[src/design/wtg_regs.svh]
// Purpose: Register offsets, field positions, reset values and timing counts
//          of the windowed timeout guard.
// Assumes: 32-bit APB data, byte addresses, one aligned word per register.
// Notes:   Definitions only.
`ifndef WTG_REGS_SVH
`define WTG_REGS_SVH

`define WTG_ADDR_W 12
`define WTG_OFF_CTRL 12'h000
`define WTG_OFF_TIMEOUT 12'h004
`define WTG_OFF_FEED 12'h008
`define WTG_OFF_COUNT 12'h00c
`define WTG_OFF_WARN 12'h010
`define WTG_OFF_WINDOW 12'h014
`define WTG_OFF_STATUS 12'h018
`define WTG_OFF_MASK 12'h01c

// Control fields
`define WTG_CTRL_EN 0
`define WTG_CTRL_RSTEN 1
`define WTG_CTRL_WINEN 2
`define WTG_CTRL_CLKSEL 3

// Status and mask fields
`define WTG_ST_TIMEOUT 0
`define WTG_ST_WARN 1
`define WTG_ST_BADFEED 2
`define WTG_ST_WDRESET 3

// Reset values and timeout floor
`define WTG_TIMEOUT_RST 24'hffffff
`define WTG_TIMEOUT_MIN 24'h0000ff
`define WTG_WARN_RST 24'h000000
`define WTG_WINDOW_RST 24'hffffff

// Feed sequence bytes
`define WTG_FEED_FIRST 8'haa
`define WTG_FEED_SECOND 8'h55

// Prescaler and timing
`define WTG_PRESC_LAST 2'h3
`define WTG_CLK_NS 50
`define WTG_RST_PULSE_NS 200
`define WTG_RST_CYC (`WTG_RST_PULSE_NS / `WTG_CLK_NS)

`endif

[src/design/wtg_pkg.sv]
// Purpose: Types shared by the windowed timeout guard modules.
// Assumes: Constants live in wtg_regs.svh.
// Notes:   Nothing is imported; users write wtg_pkg::name.
package wtg_pkg;

  typedef logic [23:0] wtg_cnt_t;

  typedef enum logic [1:0] {
    WTG_FEED_IDLE = 2'h0,
    WTG_FEED_HALF = 2'h1
  } wtg_feed_e;

  typedef struct packed {
    logic src_prev;
    logic [1:0] presc;
    logic tick;
  } wtg_tick_s;

  typedef struct packed {
    wtg_feed_e state;
  } wtg_feed_s;

  typedef struct packed {
    logic enable;
    logic rst_en;
    logic win_en;
    logic clk_sel;
    wtg_cnt_t timeout;
    wtg_cnt_t warn;
    wtg_cnt_t window;
    wtg_cnt_t count;
    logic [3:0] status;
    logic [3:0] mask;
    logic [2:0] rst_cnt;
    logic chip_rst;
    logic irq;
    logic [31:0] prdata;
    logic pready;
    logic pslverr;
  } wtg_main_s;

endpackage : wtg_pkg

[src/design/wtg_tick_gen.sv]
// Purpose: Count clock source select and divide-by-four prescaler.
// Assumes: Oscillator inputs are synchronous levels slower than clk/2.
// Notes:   One tick per four rising edges of the selected source.
`timescale 1ns/1ps
`include "wtg_regs.svh"
module wtg_tick_gen (
  input wire logic clk_sys_in,
  input wire logic resetn_in,
  input wire logic sel_rc_in,
  input wire logic guard_dedicated_oscillator_in,
  input wire logic internal_rc_oscillator_in,
  output logic tick_out
);
  wtg_pkg::wtg_tick_s q_r;
  wtg_pkg::wtg_tick_s q_nxt;
  logic src;

  // source choice
  assign src = sel_rc_in ? internal_rc_oscillator_in
                         : guard_dedicated_oscillator_in;

  always_comb begin
    q_nxt = q_r;
    q_nxt.src_prev = src;
    q_nxt.tick = 1'b0;
    // divide by four
    if (src && !q_r.src_prev) begin
      q_nxt.presc = q_r.presc + 2'h1;
      q_nxt.tick = (q_r.presc == `WTG_PRESC_LAST);
    end
  end

  always_ff @(posedge clk_sys_in or negedge resetn_in) begin
    if (!resetn_in) begin
      q_r <= '0;
    end else begin
      q_r <= q_nxt;
    end
  end

  assign tick_out = q_r.tick;
endmodule : wtg_tick_gen

[src/design/wtg_feed_check.sv]
// Purpose: Checks the two-write feed sequence on the feed register.
// Assumes: Write strobes are one-cycle pulses at the APB access edge.
// Notes:   Any other register write between the two bytes breaks it.
`timescale 1ns/1ps
`include "wtg_regs.svh"
module wtg_feed_check (
  input wire logic clk_sys_in,
  input wire logic resetn_in,
  input wire logic wr_feed_in,
  input wire logic wr_other_in,
  input wire logic [7:0] wdata_in,
  output logic feed_ok_out,
  output logic feed_bad_out
);
  wtg_pkg::wtg_feed_s q_r;
  wtg_pkg::wtg_feed_s q_nxt;

  always_comb begin
    q_nxt = q_r;
    feed_ok_out = 1'b0;
    feed_bad_out = 1'b0;
    // fixed sequence
    unique case (q_r.state)
      wtg_pkg::WTG_FEED_IDLE: begin
        if (wr_feed_in) begin
          if (wdata_in == `WTG_FEED_FIRST) begin
            q_nxt.state = wtg_pkg::WTG_FEED_HALF;
          end else begin
            feed_bad_out = 1'b1;
          end
        end
      end
      wtg_pkg::WTG_FEED_HALF: begin
        if (wr_feed_in || wr_other_in) begin
          q_nxt.state = wtg_pkg::WTG_FEED_IDLE;
          feed_ok_out = wr_feed_in && (wdata_in == `WTG_FEED_SECOND);
          feed_bad_out = !feed_ok_out;
        end
      end
      default: begin
        q_nxt.state = wtg_pkg::WTG_FEED_IDLE;
      end
    endcase
  end

  always_ff @(posedge clk_sys_in or negedge resetn_in) begin
    if (!resetn_in) begin
      q_r <= '0;
    end else begin
      q_r <= q_nxt;
    end
  end
endmodule : wtg_feed_check

[src/design/wtg_guard.sv]
// Purpose: Windowed timeout guard with APB registers and interrupt.
// Assumes: Oscillator inputs synchronous to clk_sys_in, 20 MHz system clock.
// Notes:   Faults end in a chip reset pulse or an interrupt, then disable.
`timescale 1ns/1ps
`include "wtg_regs.svh"
// Function
// Counter expiry without feed causes an internal chip reset.
// With window on, a feed is valid only between minimum and maximum.
// A warning interrupt is raised at a programmable count.
// Enable is set by software only; hardware reset or a fault clears it.
// A bad feed causes a reset, or an interrupt when reset is off.
// A status flag records that the guard caused a reset.
// The timeout counter is 24 bits, fed through a divide-by-four prescaler.
// Timeout spans 256 to 2^24 steps of four count clocks.
// The count clock comes from the dedicated guard oscillator.
// The internal RC oscillator may be chosen as count clock instead.
// A feed is a fixed pair of consecutive writes to the feed register.
// A valid feed reloads the counter from the timeout value.
module wtg_guard (
  input wire logic clk_sys_in,
  input wire logic resetn_in,
  input wire logic psel_in,
  input wire logic penable_in,
  input wire logic pwrite_in,
  input wire logic [11:0] paddr_in,
  input wire logic [31:0] pwdata_in,
  output logic [31:0] prdata_out,
  output logic pready_out,
  output logic pslverr_out,
  input wire logic guard_dedicated_oscillator_in,
  input wire logic internal_rc_oscillator_in,
  output logic irq_out,
  output logic chip_reset_out
);
  wtg_pkg::wtg_main_s q_r;
  wtg_pkg::wtg_main_s q_nxt;
  logic setup;
  logic wr;
  logic wr_feed;
  logic wr_other;
  logic tick;
  logic feed_ok;
  logic feed_bad;
  logic too_early;
  logic good_feed;
  logic bad_feed;
  logic expire;
  logic warn_hit;
  logic fault;

  function automatic logic wtg_mapped(input logic [11:0] a);
    unique case (a)
      `WTG_OFF_CTRL, `WTG_OFF_TIMEOUT, `WTG_OFF_FEED, `WTG_OFF_COUNT,
      `WTG_OFF_WARN, `WTG_OFF_WINDOW, `WTG_OFF_STATUS,
      `WTG_OFF_MASK: begin
        wtg_mapped = 1'b1;
      end
      default: begin
        wtg_mapped = 1'b0;
      end
    endcase
  endfunction : wtg_mapped

  function automatic logic [31:0] wtg_read(input logic [11:0] a,
                                           input wtg_pkg::wtg_main_s s);
    unique case (a)
      `WTG_OFF_CTRL: begin
        wtg_read = {28'h0000000, s.clk_sel, s.win_en, s.rst_en, s.enable};
      end
      `WTG_OFF_TIMEOUT: begin
        wtg_read = {8'h00, s.timeout};
      end
      `WTG_OFF_COUNT: begin
        wtg_read = {8'h00, s.count};
      end
      `WTG_OFF_WARN: begin
        wtg_read = {8'h00, s.warn};
      end
      `WTG_OFF_WINDOW: begin
        wtg_read = {8'h00, s.window};
      end
      `WTG_OFF_STATUS: begin
        wtg_read = {28'h0000000, s.status};
      end
      `WTG_OFF_MASK: begin
        wtg_read = {28'h0000000, s.mask};
      end
      default: begin
        wtg_read = 32'h00000000;
      end
    endcase
  endfunction : wtg_read

  // Ready is registered, so each transfer has one wait-free access cycle
  assign setup = psel_in && !penable_in && !q_r.pready;
  assign wr = psel_in && penable_in && q_r.pready && pwrite_in &&
              !q_r.pslverr;
  assign wr_feed = wr && (paddr_in == `WTG_OFF_FEED);
  assign wr_other = wr && (paddr_in != `WTG_OFF_FEED);

  wtg_tick_gen u_tick (
    .clk_sys_in(clk_sys_in),
    .resetn_in(resetn_in),
    .sel_rc_in(q_r.clk_sel),
    .guard_dedicated_oscillator_in(guard_dedicated_oscillator_in),
    .internal_rc_oscillator_in(internal_rc_oscillator_in),
    .tick_out(tick)
  );

  wtg_feed_check u_feed (
    .clk_sys_in(clk_sys_in),
    .resetn_in(resetn_in),
    .wr_feed_in(wr_feed),
    .wr_other_in(wr_other),
    .wdata_in(pwdata_in[7:0]),
    .feed_ok_out(feed_ok),
    .feed_bad_out(feed_bad)
  );

  // window check
  assign too_early = q_r.win_en && (q_r.count > q_r.window);
  assign good_feed = feed_ok && !too_early;
  // bad feed only counts while running
  assign bad_feed = q_r.enable && (feed_bad || (feed_ok && too_early));
  // expiry
  assign expire = q_r.enable && tick && (q_r.count == 24'h000000);
  // warning point
  assign warn_hit = q_r.enable && tick && (q_r.count == q_r.warn);
  assign fault = expire || bad_feed;

  always_comb begin
    q_nxt = q_r;
    q_nxt.pready = setup;
    q_nxt.pslverr = setup && !wtg_mapped(paddr_in);
    if (setup && !pwrite_in) begin
      q_nxt.prdata = wtg_read(paddr_in, q_r);
    end
    if (wr) begin
      unique case (paddr_in)
        `WTG_OFF_CTRL: begin
          // enable and reset mode cannot be cleared by software
          q_nxt.enable = q_r.enable || pwdata_in[`WTG_CTRL_EN];
          q_nxt.rst_en = q_r.rst_en || pwdata_in[`WTG_CTRL_RSTEN];
          q_nxt.win_en = pwdata_in[`WTG_CTRL_WINEN];
          // source locked while running to avoid a false edge
          if (!q_r.enable) begin
            q_nxt.clk_sel = pwdata_in[`WTG_CTRL_CLKSEL];
          end
          if (!q_r.enable && pwdata_in[`WTG_CTRL_EN]) begin
            q_nxt.count = q_r.timeout;
          end
        end
        `WTG_OFF_TIMEOUT: begin
          // floor of 256 steps
          if (pwdata_in[23:0] < `WTG_TIMEOUT_MIN) begin
            q_nxt.timeout = `WTG_TIMEOUT_MIN;
          end else begin
            q_nxt.timeout = pwdata_in[23:0];
          end
        end
        `WTG_OFF_WARN: begin
          q_nxt.warn = pwdata_in[23:0];
        end
        `WTG_OFF_WINDOW: begin
          q_nxt.window = pwdata_in[23:0];
        end
        `WTG_OFF_MASK: begin
          q_nxt.mask = pwdata_in[3:0];
        end
        default: begin
        end
      endcase
    end
    // count down, reload on feed
    if (q_r.enable) begin
      if (good_feed) begin
        q_nxt.count = q_r.timeout;
      end else if (tick && q_r.count != 24'h000000) begin
        q_nxt.count = q_r.count - 24'h000001;
      end
    end
    // Set wins over write-one-to-clear
    q_nxt.status = q_r.status;
    if (wr && paddr_in == `WTG_OFF_STATUS) begin
      q_nxt.status = q_r.status & ~pwdata_in[3:0];
    end
    q_nxt.status[`WTG_ST_WARN] = q_nxt.status[`WTG_ST_WARN] || warn_hit;
    q_nxt.status[`WTG_ST_TIMEOUT] = q_nxt.status[`WTG_ST_TIMEOUT] || expire;
    q_nxt.status[`WTG_ST_BADFEED] = q_nxt.status[`WTG_ST_BADFEED] ||
                                    bad_feed;
    if (fault) begin
      // fault disables the guard
      q_nxt.enable = 1'b0;
      q_nxt.rst_en = 1'b0;
      q_nxt.count = q_r.timeout;
    end
    // Pulse keeps counting down even if an interrupt-mode fault lands in it
    if (fault && q_r.rst_en) begin
      // chip reset and flag
      q_nxt.rst_cnt = 3'(`WTG_RST_CYC);
      q_nxt.status[`WTG_ST_WDRESET] = 1'b1;
    end else if (q_r.rst_cnt != 3'h0) begin
      q_nxt.rst_cnt = q_r.rst_cnt - 3'h1;
    end
    q_nxt.chip_rst = (q_nxt.rst_cnt != 3'h0);
    q_nxt.irq = |(q_nxt.status & q_nxt.mask);
  end

  always_ff @(posedge clk_sys_in or negedge resetn_in) begin
    if (!resetn_in) begin
      q_r <= '0;
      q_r.timeout <= `WTG_TIMEOUT_RST;
      q_r.warn <= `WTG_WARN_RST;
      q_r.window <= `WTG_WINDOW_RST;
      q_r.count <= `WTG_TIMEOUT_RST;
    end else begin
      q_r <= q_nxt;
    end
  end

  assign prdata_out = q_r.prdata;
  assign pready_out = q_r.pready;
  assign pslverr_out = q_r.pslverr;
  assign irq_out = q_r.irq;
  assign chip_reset_out = q_r.chip_rst;
endmodule : wtg_guard

[config.mk]
export PLATFORM = sky130hd
export DESIGN_NAME = wtg_guard
export DESIGN_NICKNAME = d
export VERILOG_FILES = /design/src/design/wtg_pkg.sv /design/src/design/wtg_tick_gen.sv /design/src/design/wtg_feed_check.sv /design/src/design/wtg_guard.sv
export VERILOG_INCLUDE_DIRS = /design/src /design/src/design
export SDC_FILE = /design/constraint.sdc
export NUM_CORES = 1
export LEC_CHECK = 0
export BUFFER_PORTS_ARGS = -buffer_cell sky130_fd_sc_hd__buf_2
export CAP_MARGIN = 20
export CORE_ASPECT_RATIO = 0.5
export CORE_MARGIN = 2
export CORE_UTILIZATION = 48
export CTS_BUF_LIST = sky130_fd_sc_hd__clkbuf_8 sky130_fd_sc_hd__clkbuf_16
export DETAILED_ROUTE_END_ITERATION = 8
export HOLD_SLACK_MARGIN = 0.06
export PLACE_DENSITY_LB_ADDON = 0.3
export SLEW_MARGIN = 10
export SYNTH_ARGS = -nofsm -noshare
export SYNTH_HDL_FRONTEND = slang
export SYNTH_SLANG_ARGS = --single-unit
[constraint.sdc]
create_clock -name clk_sys_in -period 3.35 [get_ports clk_sys_in]
set_clock_uncertainty 0.15 [all_clocks]
set_input_delay 0.1675 -clock clk_sys_in [delete_from_list [all_inputs] [get_ports clk_sys_in]]
set_output_delay 0.1675 -clock clk_sys_in [all_outputs]
set_load 0.02 [all_outputs]
[Yosys cells after proc, flatten, opt, wreduce, memory -nomap -nowiden]
Memories as Yosys holds them, arrays and structs flattened.
Cells that the tools add are included.
Cells by class
  add/subtract/negate cells: 3
  $lt $le $gt $ge: 2
  eq/ne operators: 16
  multiplexer cells: 34
  bitwise logic cells: 4
  reductions and logical operators: 57
Operators by type and width (count)
  24-bit two-way mux: 10
  24-bit one-hot mux with 7 select lines: 1
  100-bit two-way mux: 1
  12-bit by 5-bit == test with 1-bit output, second input constant: 4
  12-bit by 4-bit == test with 1-bit output, second input constant: 2
  24-bit == test: 1
  24-bit greater-than comparator: 1
  24-bit logical NOT: 1
  24-bit by 8-bit < comparator with 1-bit output, second input constant: 1
  24-bit nonzero test: 1
  24-bit by 1-bit subtractor with 24-bit output, second input constant: 1
  1-bit logical AND: 23
  4-bit two-way mux: 4
  12-bit by 3-bit == test with 1-bit output, second input constant: 1
  12-bit logical NOT: 1
  12-bit by 4-bit inequality test with 1-bit output, second input constant: 1
  1-bit two-way mux: 10
  2-bit AND reduction: 5
  1-bit logical NOT: 9
  4-bit AND: 2
  8-bit by 7-bit == test with 1-bit output, second input constant: 1
  8-bit == test, second input constant: 1
  1-bit logical OR: 8
  2-bit two-way mux: 4
  other kinds (16): 22
Storage, ports and cells
  flip-flop bits (word level): 153
  memory bits (read-only): 32
  output and inout bits: 36
  memories: 1
Memory list
  (name not given): words 32, width 1, read ports 1, clocked after memory_dff 0, wr ports 0, line wtg_guard.sv:52  | unique case (a)

[Longest topological paths before layout]
Gate-level depths: netlist (run 1).
  word-level depth: 16
  mapped depth: 13

[Modules after synthesis]
From an unflattened synthesis (run 1), not the netlist that was laid out.
Unflattened totals
  cell total of the unflattened synthesis: 876
  area total of the unflattened synthesis: 8490.6 µm²
Modules (own cells, without submodules)
  wtg_guard: instances 1, cells an instance 852, area each 8201.6 µm², sequential area each 3568.4 µm²
  wtg_tick_gen: instances 1, cells an instance 10, area each 172.7 µm², sequential area each 100.1 µm²
  wtg_feed_check: instances 1, cells an instance 14, area each 116.4 µm², sequential area each 25.0 µm²

[Least setup slack after synthesis (run 1)]
OpenSTA, ideal clock, no wires.
  path type: reg2reg
  from: register q_r[82] (netlist bit)
  to: register q_r, in the netlist irq_out
  setup time: 0.126 ns
  arrival time: 2.622 ns
  slack: 0.452 ns
  stages on the path, launching flop included: 13
  buffers on the path: 1
  path through: dfstp_2 > inv_1 > ha_1 > a21oi_1 > o21ai_0 > a211oi_1 > a21oi_1 > o211ai_1 > nand3_2 > a21o_1 > buf_6 > a22o_1 > a221o_1
RTL lines
  from (decl): line wtg_guard.sv:35  | wtg_pkg::wtg_main_s q_r;
  from (signal assigned): line wtg_guard.sv:217  | q_r <= q_nxt;

==> results_dict.tcl, run 1 <==
set metrics [dict create \
    postLayoutCoreUtil_pct 58.2 \
    fp-row-count 34 \
    root_buffer "clkbuf_16" \
    ys_warn_count 0 \
    fill_cells 1465 \
    num_vias 7419 \
    yosysTopAreaCellShare_pct 22.2 \
    stdcell_count 1225 \
    ant_nets 0 \
    dp_cells 1160 \
    fmax_mhz 308 \
    syn_area_per_cell_um2 9.69 \
    synth_xor_area_share_pct 4.12 \
    path_buf_inv 3 \
    endpoint_kind "flop" \
    initial_utilization_pct 49.0 \
    crit_chain "inv_1 > ha_1 > a21oi_1 > o21ai_0 > a21oi_1 > o211ai_1 > o211ai_1 > buf_4 > nand3_4 > a221oi_4 > and2_4 > buf_4 > a2bb2oi_1" \
    grt_pass1_wl_um 41000 \
    finalMaxSlewViolations 0 \
    hold_ws_ns 0.0758 \
    seq_area_frac_synth_pct 43.4 \
    antenna_found_initial 0 \
    syn_area_um2 8510 \
    synthTopCellsByCount "103 x nand2_1, 72 x dfrtp_1, 72 x dfstp_2, 53 x o21ai_0, 49 x nor2_1" \
    p_per_area_nw_per_um2 382 \
    leakage_nw 4.45 \
    cp_top_family "compound AO/OA/AOI/OAI gates" \
    ys_seq_elements 144 \
    path_class "flop to flop" \
    synth-simple-area-share_pct 15.2 \
    routedWlPerCell_um 21.3 \
    synth_compound_area_share_pct 18.9 \
    setup_viol 0 \
    slowest_stage "dfstp_2" \
    dpl-instance-area_um2 9150 \
    hold_path_class "input port to flop" \
    drive_above_1_share_pct 30.3 \
    cts_tree "yes" \
    grt_max_degree 85 \
    ys_types 66 \
    synth-edff-count 0 \
    r2r_setup_slack_ns 0.11 \
    die_w_um 192 \
    htreeDepth 4 \
    post-synth-top-count-cell "nand2_1" \
    status "completed" \
    synthCells 878 \
    tightest_slew_ns 0.817 \
    cp_max_fo 4 \
    async_flop_share_pct 100 \
    clk_latency_ns 0.43 \
    synthAdderAreaFrac_pct 4.41 \
    cts_buffers 17 \
    ir_worst_vdd_mv 0.403 \
    synth_top_family_by_area "compound AO/OA/AOI/OAI gates" \
    core_area_um2 17400 \
    die_h_um 98.1 \
    clock-sinks 144 \
    vias_per_cell 6.06 \
    min_period_over_period_pct 96.8 \
    first_global_vias 7341 \
    dieArea_um2 18900 \
    antennaDiodeCount 0 \
    synth_top_area_cell "dfstp_2" \
    critPathMaxStageDelay_ns 0.55 \
    port-buffer-count 70 \
    drt_iter0_drc 732 \
    area_growth_pct 18.7 \
    gp_congestion 0.959 \
    first_pass_iters 5 \
    routed_wl_um 26000 \
    ys.flop_type "dfstp_2" \
    finalNetCount 1059 \
    p_total_mw 3.86 \
    fin_area_um2 10100 \
    hpwl_um 18400 \
    synth_area_leaders "dfstp_2 22%, dfrtp_1 21%, mux2_2 5.3%, nand2_1 4.5%, ha_1 4.4%" \
    worstPathArrival_ns 3.43 \
    drv_cap 0 \
    grt.total_usage_pct 28.6 \
    clk_pin_slew_worst_paths_ns 0.07 \
    clockBufferDepth 2 \
    cp-start-kind "flop" \
    relSlewSlack_pct 45.5 \
    hold_viol 0 \
    synth_mux_area_share_pct 6.35 \
    ios 87 \
    period_needed_ns 3.24 \
    gr-total-overflow 0 \
    critPathRequiredTime_ns 3.54 \
    drc 0 \
]
layout by cell type (no fill, tap or decap), types with 29 or more instances in the layout:
cell type | Yosys | routed
dfrtp_1 | 72 | 72
o21ai_0 | 53 | 52
dlygate4sd3_1 | 0 | 29
buf_4 | 34 | 55
mux2_2 | 40 | 40
xor2_1 | 33 | 33
inv_1 | 45 | 46
dfstp_2 | 72 | 72
ha_1 | 30 | 30
a22o_1 | 37 | 37
nand2_1 | 103 | 103
nor2_1 | 49 | 47
buf_2 | 4 | 70
where the power goes:
group | switching, mW | total, mW | internal (mW) | leakage [nW]
logic | 0.128 | 0.206 | 0.0772 | 2.43
clock network | 0.893 | 1.88 | 0.990 | 0.282
registers | 0.0119 | 1.77 | 1.76 | 1.74
per-layer routing:
metal / track usage (%) / part of all wire, %
met4: 10.0 / 2.5
met3: 6.29 / 9.3
met5: 0 / 0
met1: 42.9 / 47
met2: 40.6 / 42
cell type report:
cell class / count / area (um^2) / share of cell area (%)
sequential: 144 / 3690 / 36.6
timing repair buffer: 158 / 1120 / 11.1
multi-input combinational: 611 / 4250 / 42.1
inverter: 46 / 173 / 1.71
tap: 234 / 293 / 2.90
clock buffer: 17 / 425 / 4.21
clock inverter: 15 / 140 / 1.39
cells by family (layout without fill, tap and decap cells):
group | after synthesis | after routing
buf+inv | 130 | 236
xor+xnor | 40 | 40
compound gates | 223 | 223
fa+ha+maj | 30 | 30
flops | 144 | 144
mux | 49 | 49
simple gates | 261 | 261
other cells | 1 | 8
final timing paths:
path | start | to | cells after the start
worst max-delay path | q_r[86] | q_r[49] | 13
worst min-delay path | paddr_in[3] | u_feed.q_r[0] | 5
worst max register to register | q_r[86] | q_r[49] | 13
worst min register to register | prdata_out[3] | prdata_out[3] | 1
max in group asynchronous | resetn_in | q_r[49] | 3
min in group asynchronous | resetn_in | u_tick.q_r[3] | 2
worst min-delay path, delay by kind of cell:
family,cells,cell delay (ns)
AOI/OAI and AO/OA,1,0.12
buffers and inverters,1,0.14
and+or+nand+nor,3,0.19
through the flow:
stage                     worst slack (ns)  TNS, ns
after global routing               -0.0147  -0.0282
after floorplan                      0.452        0
after detailed placement            0.0841        0
final                                0.107        0
after global placement              0.0754        0
after CTS                           0.0553        0
timing repair:
| action | in CTS | in global routing |
|---|---|---|
| gates resized for setup | 0 | 11 |
| hold buffers | 29 | 0 |
| hold endpoints to repair | 136 | 0 |
| endpoints found under the setup margin | 0 | 22 |
| buffers inserted | 0 | 3 |
sequential cells by signal (all words and copies together) (netlist names):
name and cells:
q_r 111, prdata_out 24, u_tick.q_r 3, chip_reset_out 1
irq_out 1, pready_out 1, pslverr_out 1, u_feed.q_r 1
u_tick.tick_out 1
(Power assumes the default switching activity.)
==> run 2: changes to the inputs <==
--- a/config.mk
+++ b/config.mk
@@ -6,6 +6,7 @@
 export SDC_FILE = /design/constraint.sdc
 export NUM_CORES = 1
 export LEC_CHECK = 0
+export ABC_CLOCK_PERIOD_IN_PS = 3350
 export BUFFER_PORTS_ARGS = -buffer_cell sky130_fd_sc_hd__buf_2
 export CAP_MARGIN = 20
 export CORE_ASPECT_RATIO = 0.5
@@ -13,8 +14,9 @@
 export CORE_UTILIZATION = 48
 export CTS_BUF_LIST = sky130_fd_sc_hd__clkbuf_8 sky130_fd_sc_hd__clkbuf_16
 export DETAILED_ROUTE_END_ITERATION = 8
+export GPL_TIMING_DRIVEN = 0
 export HOLD_SLACK_MARGIN = 0.06
-export PLACE_DENSITY_LB_ADDON = 0.3
+export PLACE_DENSITY = 0.78
 export SLEW_MARGIN = 10
 export SYNTH_ARGS = -nofsm -noshare
 export SYNTH_HDL_FRONTEND = slang
==> results_dict.tcl, run 2 (synthesized netlist as in run 1, its figures left out) <==
set metrics [dict create \
    drt_iter0_drc 867 \
    ant_nets 0 \
    cp_max_fo 5 \
    root_buffer "clkbuf_16" \
    holdPathStages 5 \
    cts_buffers 17 \
    initial_utilization_pct 49.0 \
    die_h_um 98.1 \
    postLayoutCoreUtil_pct 60.1 \
    fmax_mhz 296 \
    p_per_area_nw_per_um2 365 \
    dpl-instance-area_um2 9200 \
    ir_worst_vdd_mv 0.343 \
    setup_ws_ns -0.0299 \
    cp-start-kind "flop" \
    critPathRequiredTime_ns 3.54 \
    fin_area_um2 10400 \
    routed_wl_um 29100 \
    area_growth_pct 22.6 \
    grt.total_usage_pct 31.5 \
    timing.rr.start "q_r[94]" \
    hold_viol 0 \
    hold_ws_ns 0.0854 \
    clk_latency_ns 0.43 \
    drv_cap 0 \
    relSlewSlack_pct 41.0 \
    layout_commonest_cell "nand2_1" \
    drc 0 \
    antenna_found_initial 1 \
    r2r_setup_slack_ns -0.03 \
    holdPathEnd "u_feed.q_r[0]" \
    cts_tree "yes" \
    largest_register_ffs 111 \
    period_needed_ns 3.38 \
    dieArea_um2 18900 \
    vias_per_cell 6.19 \
    finalMaxSlewViolations 0 \
    leakage_nw 4.55 \
    hold_path_class "input port to flop" \
    r2r_cells 14 \
    min_period_over_period_pct 101 \
    worstHoldStart "paddr_in[3]" \
    final_cell_mix "102 x nand2_1, 72 x dfrtp_1, 72 x dfstp_2, 71 x buf_2, 51 x buf_4" \
    first_global_vias 7722 \
    clk_pin_slew_worst_paths_ns 0.06 \
    grt_pass1_wl_um 44300 \
    finalNetCount 1104 \
    port-buffer-count 69 \
    r2r-end "q_r[49]" \
    status "complete, but fails checks" \
    htreeDepth 4 \
    clockBufferDepth 2 \
    routedWlPerCell_um 22.9 \
    drive_above_1_share_pct 30.9 \
    gp_congestion 0.987 \
    regMostFlops "q_r" \
    hpwl_um 21100 \
    die_w_um 192 \
    path_class "flop to flop" \
    gr-total-overflow 0 \
    setup_viol 3 \
    clock-sinks 144 \
    num_vias 7870 \
    ios 87 \
    endpoint_kind "flop" \
    core_area_um2 17400 \
    first_pass_iters 6 \
    tightest_slew_ns 0.885 \
    violations "negative setup slack" \
    grt_max_degree 91 \
    rsz0062_at_grt "yes" \
    fp-row-count 34 \
    worstPathArrival_ns 3.57 \
]
-- run 2: worst max-delay path by stage --
stage,slack (ns),startpoint,cells past startpoint,end
floorplan,0.45,q_r[82],12,irq_out
global placement,-0.49,q_r[93],12,q_r[49]
detailed placement,-0.50,q_r[93],12,q_r[49]
CTS,0.002,q_r[89],13,q_r[64]
global route,-0.05,q_r[94],14,q_r[49]
finish,-0.03,q_r[94],14,q_r[49]
-- run 2: report_power, final --
group	leakage (nW)	switching, mW	internal, mW
registers	1.74	0.0129	1.76
clock network	0.263	0.845	0.968
logic	2.55	0.139	0.0852
-- run 2: repair_timing --
| item | CTS | global route |
|---|---|---|
| hold buffers | 29 | 0 |
| endpoints found under the hold margin | 141 | 0 |
| setup buffers | 14 | 6 |
| setup endpoints to repair | 29 | 29 |
| pin swaps | 11 | 10 |
| gates resized for setup | 17 | 23 |
-- run 2: cell type report --
class | instances | area, um^2
fillers | 1465 | 6930
multi-input cells | 611 | 4400
flip-flops and latches | 144 | 3690
repair buffers | 119 | 836
plain buffers | 84 | 480
clock buffers | 17 | 425
well taps | 234 | 293
inverters | 46 | 173
clock inverters | 15 | 123
diodes | 1 | 2.50
-- run 2: per-stage QoR --
| stage | cells | worst slack [ns] | total power, mW | TNS, ns |
|---|---|---|---|---|
| floorplan | 885 | 0.452 | 1.88 | 0 |
| global placement | 1188 | -0.492 | 1.98 | -6.29 |
| detailed placement | 1189 | -0.504 | 2.00 | -6.56 |
| CTS | 1264 | 0.00176 | 3.81 | 0 |
| global route | 1270 | -0.0506 | 3.92 | -0.203 |
| finish | 1271 | -0.0299 | 3.81 | -0.0340 |
-- run 2: critical path, cell delays in order, from the launching register on --
cell and delay, ns:
dfstp_2 0.54, inv_1 0.07, ha_4 0.28, nand4_1 0.11, buf_6 0.15, nor4_4 0.23, buf_4 0.19, o21ai_2 0.07
a21oi_2 0.12, o211ai_1 0.13, and3_1 0.21, buf_6 0.13, a221oi_4 0.39, and2_4 0.32, a2bb2oi_4 0.21
-- run 2: layer usage --
layer  part of all wire, %  wire [um]  vias up  track usage [%]
met5                     0          0        -                0
met4                   3.6       1040        0             12.4
met3                    12       3500       87             9.74
met2                    42      12100      499             45.5
met1                    43      12400     3849             44.2
li1                      -          -     3435                -
==> run 3: changes to the inputs <==
--- a/config.mk
+++ b/config.mk
@@ -20,4 +20,5 @@
 export SLEW_MARGIN = 10
 export SYNTH_ARGS = -nofsm -noshare
 export SYNTH_HDL_FRONTEND = slang
+export SYNTH_HIERARCHICAL = 1
 export SYNTH_SLANG_ARGS = --single-unit
==> results_dict.tcl, run 3 <==
set metrics [dict create \
    status "complete, but fails checks" \
    violations "negative setup slack" \
    comb_power_share_pct 6.0 \
    setup_tns_ns -0.0472 \
    timing.rr.start "q_r[88]" \
    gr-total-overflow 0 \
    period_needed_ns 3.40 \
    drv_cap 0 \
    htreeDepth 4 \
    syn_area_um2 8490 \
    async_flop_share_pct 100 \
    final_cell_mix "78 x nand2_1, 75 x buf_2, 72 x dfrtp_1, 72 x dfstp_2, 60 x nor2_1" \
    syn_area_per_cell_um2 9.69 \
    yosysTopAreaCellShare_pct 22.3 \
    crit_path_end "q_r[64]" \
    p_sw_uw 965 \
    p_total_mw 3.96 \
    root_buffer "clkbuf_16" \
    synthTopCellsByCount "79 x nand2_1, 72 x dfrtp_1, 72 x dfstp_2, 61 x nor2_1, 57 x o21ai_0" \
    ir_worst_vdd_mv 0.366 \
    crit_chain "inv_1 > ha_1 > nand4_1 > or4_4 > a311oi_4 > or4b_4 > a41oi_4 > buf_4 > buf_4 > a211oi_2" \
    drt_iter0_drc 1290 \
    r2r-end "q_r[64]" \
    worstPathArrival_ns 3.57 \
    clk_latency_ns 0.43 \
    die_h_um 98.0 \
    path_class "flop to flop" \
    layout_commonest_cell "nand2_1" \
    drc 0 \
    core_area_um2 17400 \
    hold_ws_ns 0.0742 \
    critPathRequiredTime_ns 3.52 \
    p_clk_share_pct 49.1 \
    grt_max_degree 77 \
    hpwl_um 19600 \
    initial_utilization_pct 48.9 \
    die_w_um 192 \
    endpoint_kind "flop" \
    drive_above_1_share_pct 30.9 \
    swShare_pct 24.4 \
    min_period_over_period_pct 101 \
    pwr-share-seq_pct 44.9 \
    finalNetCount 1101 \
    relSlewSlack_pct 44.7 \
    cp_max_fo 7 \
    cp_top_family "simple AND/OR/NAND/NOR gates" \
    slowest_stage "or4_4" \
    tightest_slew_ns 0.830 \
    grt_pass1_wl_um 41900 \
    cts_buffers 17 \
    setup_viol 1 \
    largest_register_ffs 111 \
    fp-row-count 34 \
    ant_nets 0 \
    p_int_mw 2.99 \
    routed_wl_um 26900 \
    clockBufferDepth 2 \
    clk_pin_slew_worst_paths_ns 0.07 \
    gp_congestion 0.970 \
    first_global_vias 7440 \
    path_buf_inv 3 \
    post-synth-top-count-cell "nand2_1" \
    seq_area_frac_synth_pct 43.5 \
    ff_latch_area_um2 3690 \
    regMostFlops "q_r" \
    vias_per_cell 6.16 \
    synth_top_area_cell "dfstp_2" \
    multi_input_area_um2 4400 \
    antennaDiodeCount 0 \
    ys_seq_elements 144 \
    area_growth_pct 22.3 \
    synth-edff-count 0 \
    antenna_found_initial 0 \
    worstSetupPathDepth 10 \
    ios 87 \
    finalMaxSlewViolations 0 \
    dp_worst_setup_slack_ns -0.663 \
    hold_viol 0 \
    grt.total_usage_pct 29.1 \
    ys.flop_type "dfstp_2" \
    setup_ws_ns -0.0472 \
    cp-start-kind "flop" \
    hold_path_class "input port to flop" \
    num_vias 7808 \
    p_per_area_nw_per_um2 381 \
    synth_area_leaders "dfstp_2 22%, dfrtp_1 21%, mux2_2 6.2%, ha_1 4.4%, nand2_1 3.5%" \
    ys_types 79 \
    port-buffer-count 70 \
    cts_tree "yes" \
    routedWlPerCell_um 21.2 \
    synthCells 876 \
    ys_warn_count 6 \
    startpoint "q_r[88]" \
    dieArea_um2 18800 \
    critPathMaxStageDelay_ns 0.61 \
    first_pass_iters 6 \
    cp_common_cell "buf_4" \
    fmax_mhz 294 \
    r2r_setup_slack_ns -0.05 \
    fill_cells 1453 \
    r2r_cells 10 \
    leakage_nw 4.83 \
    clock-sinks 144 \
]
run 3: cell count changes after synthesis, moves of 7 or more:
cell / before / now
o22a_1: 9 / 1
nor2_1: 49 / 61
a21oi_1: 28 / 40
nand3_1: 9 / 20
inv_1: 45 / 33
mux2_2: 40 / 47
xor2_1: 33 / 24
a22o_1: 37 / 20
or3_1: 2 / 11
nand2_1: 103 / 79
run 3: how the worst min path moves through the flow:
stage | cells past startpoint | end | from
after floorplan | 0 | chip_reset_out | resetn_in
after global placement | 2 | pready_out | penable_in
after detailed placement | 1 | q_r[38] | resetn_in
after CTS | 4 | u_tick/q_r[1] | internal_rc_oscillator_in
after global routing | 4 | u_tick/q_r[1] | internal_rc_oscillator_in
final | 4 | u_tick/q_r[1] | internal_rc_oscillator_in
run 3: timing repair:
action / in CTS / in global routing
endpoints found under the setup margin: 31 / 26
setup buffers: 2 / 13
pin swaps: 2 / 10
endpoints found under the hold margin: 129 / 0
resized for setup: 14 / 23
gates cloned: 0 / 0
hold buffers: 32 / 0
run 3: tightest hold or removal path, stage by stage:
cell     delay, ns
buf_2         0.07
mux2_4        0.13
nor2b_4       0.17
xor2_1        0.07
run 3: layout make-up:
type                            instances  area share [%]
Buffer                                 81            4.33
Clock buffer                           18            4.23
Clock inverter                         14            1.48
Inverter                               33            1.19
Multi-Input combinational cell        624            42.4
Sequential cell                       144            35.6
Tap cell                              234            2.82
Timing Repair Buffer                  119            7.98
run 3: power by group through the flow:
stage               Clock, mW  Combinational (mW)  Sequential [mW]
floorplan                   0              0.0952             1.80
global placement            0               0.195             1.80
detailed placement          0               0.207             1.80
CTS                      1.95               0.236             1.78
global route             2.02               0.262             1.78
finish                   1.94               0.237             1.78
run 3: stage by stage:
step	instance area, um^2	util, %	cells
finish	10400	59.8	1267
global placement	9160	52.8	1187
detailed placement	9190	53.0	1188
CTS	10200	58.7	1253
global route	10400	59.8	1267
floorplan	8520	-	883
run 3: per-layer routing:
layer | share of wire [%] | GRT usage, % | vias to the layer above | routed length, um
met5 | 0 | 0 | - | 0
met4 | 2.8 | 9.34 | 0 | 749
met3 | 11 | 7.48 | 64 | 2870
met2 | 42 | 41.9 | 403 | 11400
met1 | 44 | 42.7 | 3867 | 11900
li1 | - | - | 3474 | -
run 3: kinds of logic (layout without fill, tap and decap cells):
logic type | after synthesis | count (layout) | synth area share [%]
AO/OA/AOI/OAI | 232 | 232 | 18.8
XOR/XNOR | 30 | 30 | 3.09
other | 1 | 8 | 0.0442
multiplexers | 56 | 56 | 7.41
adder cells (fa/ha/maj) | 30 | 30 | 4.42
flip-flops | 144 | 144 | 43.5
buffers and inverters | 115 | 265 | 6.69
AND/OR/NAND/NOR | 268 | 268 | 16.0
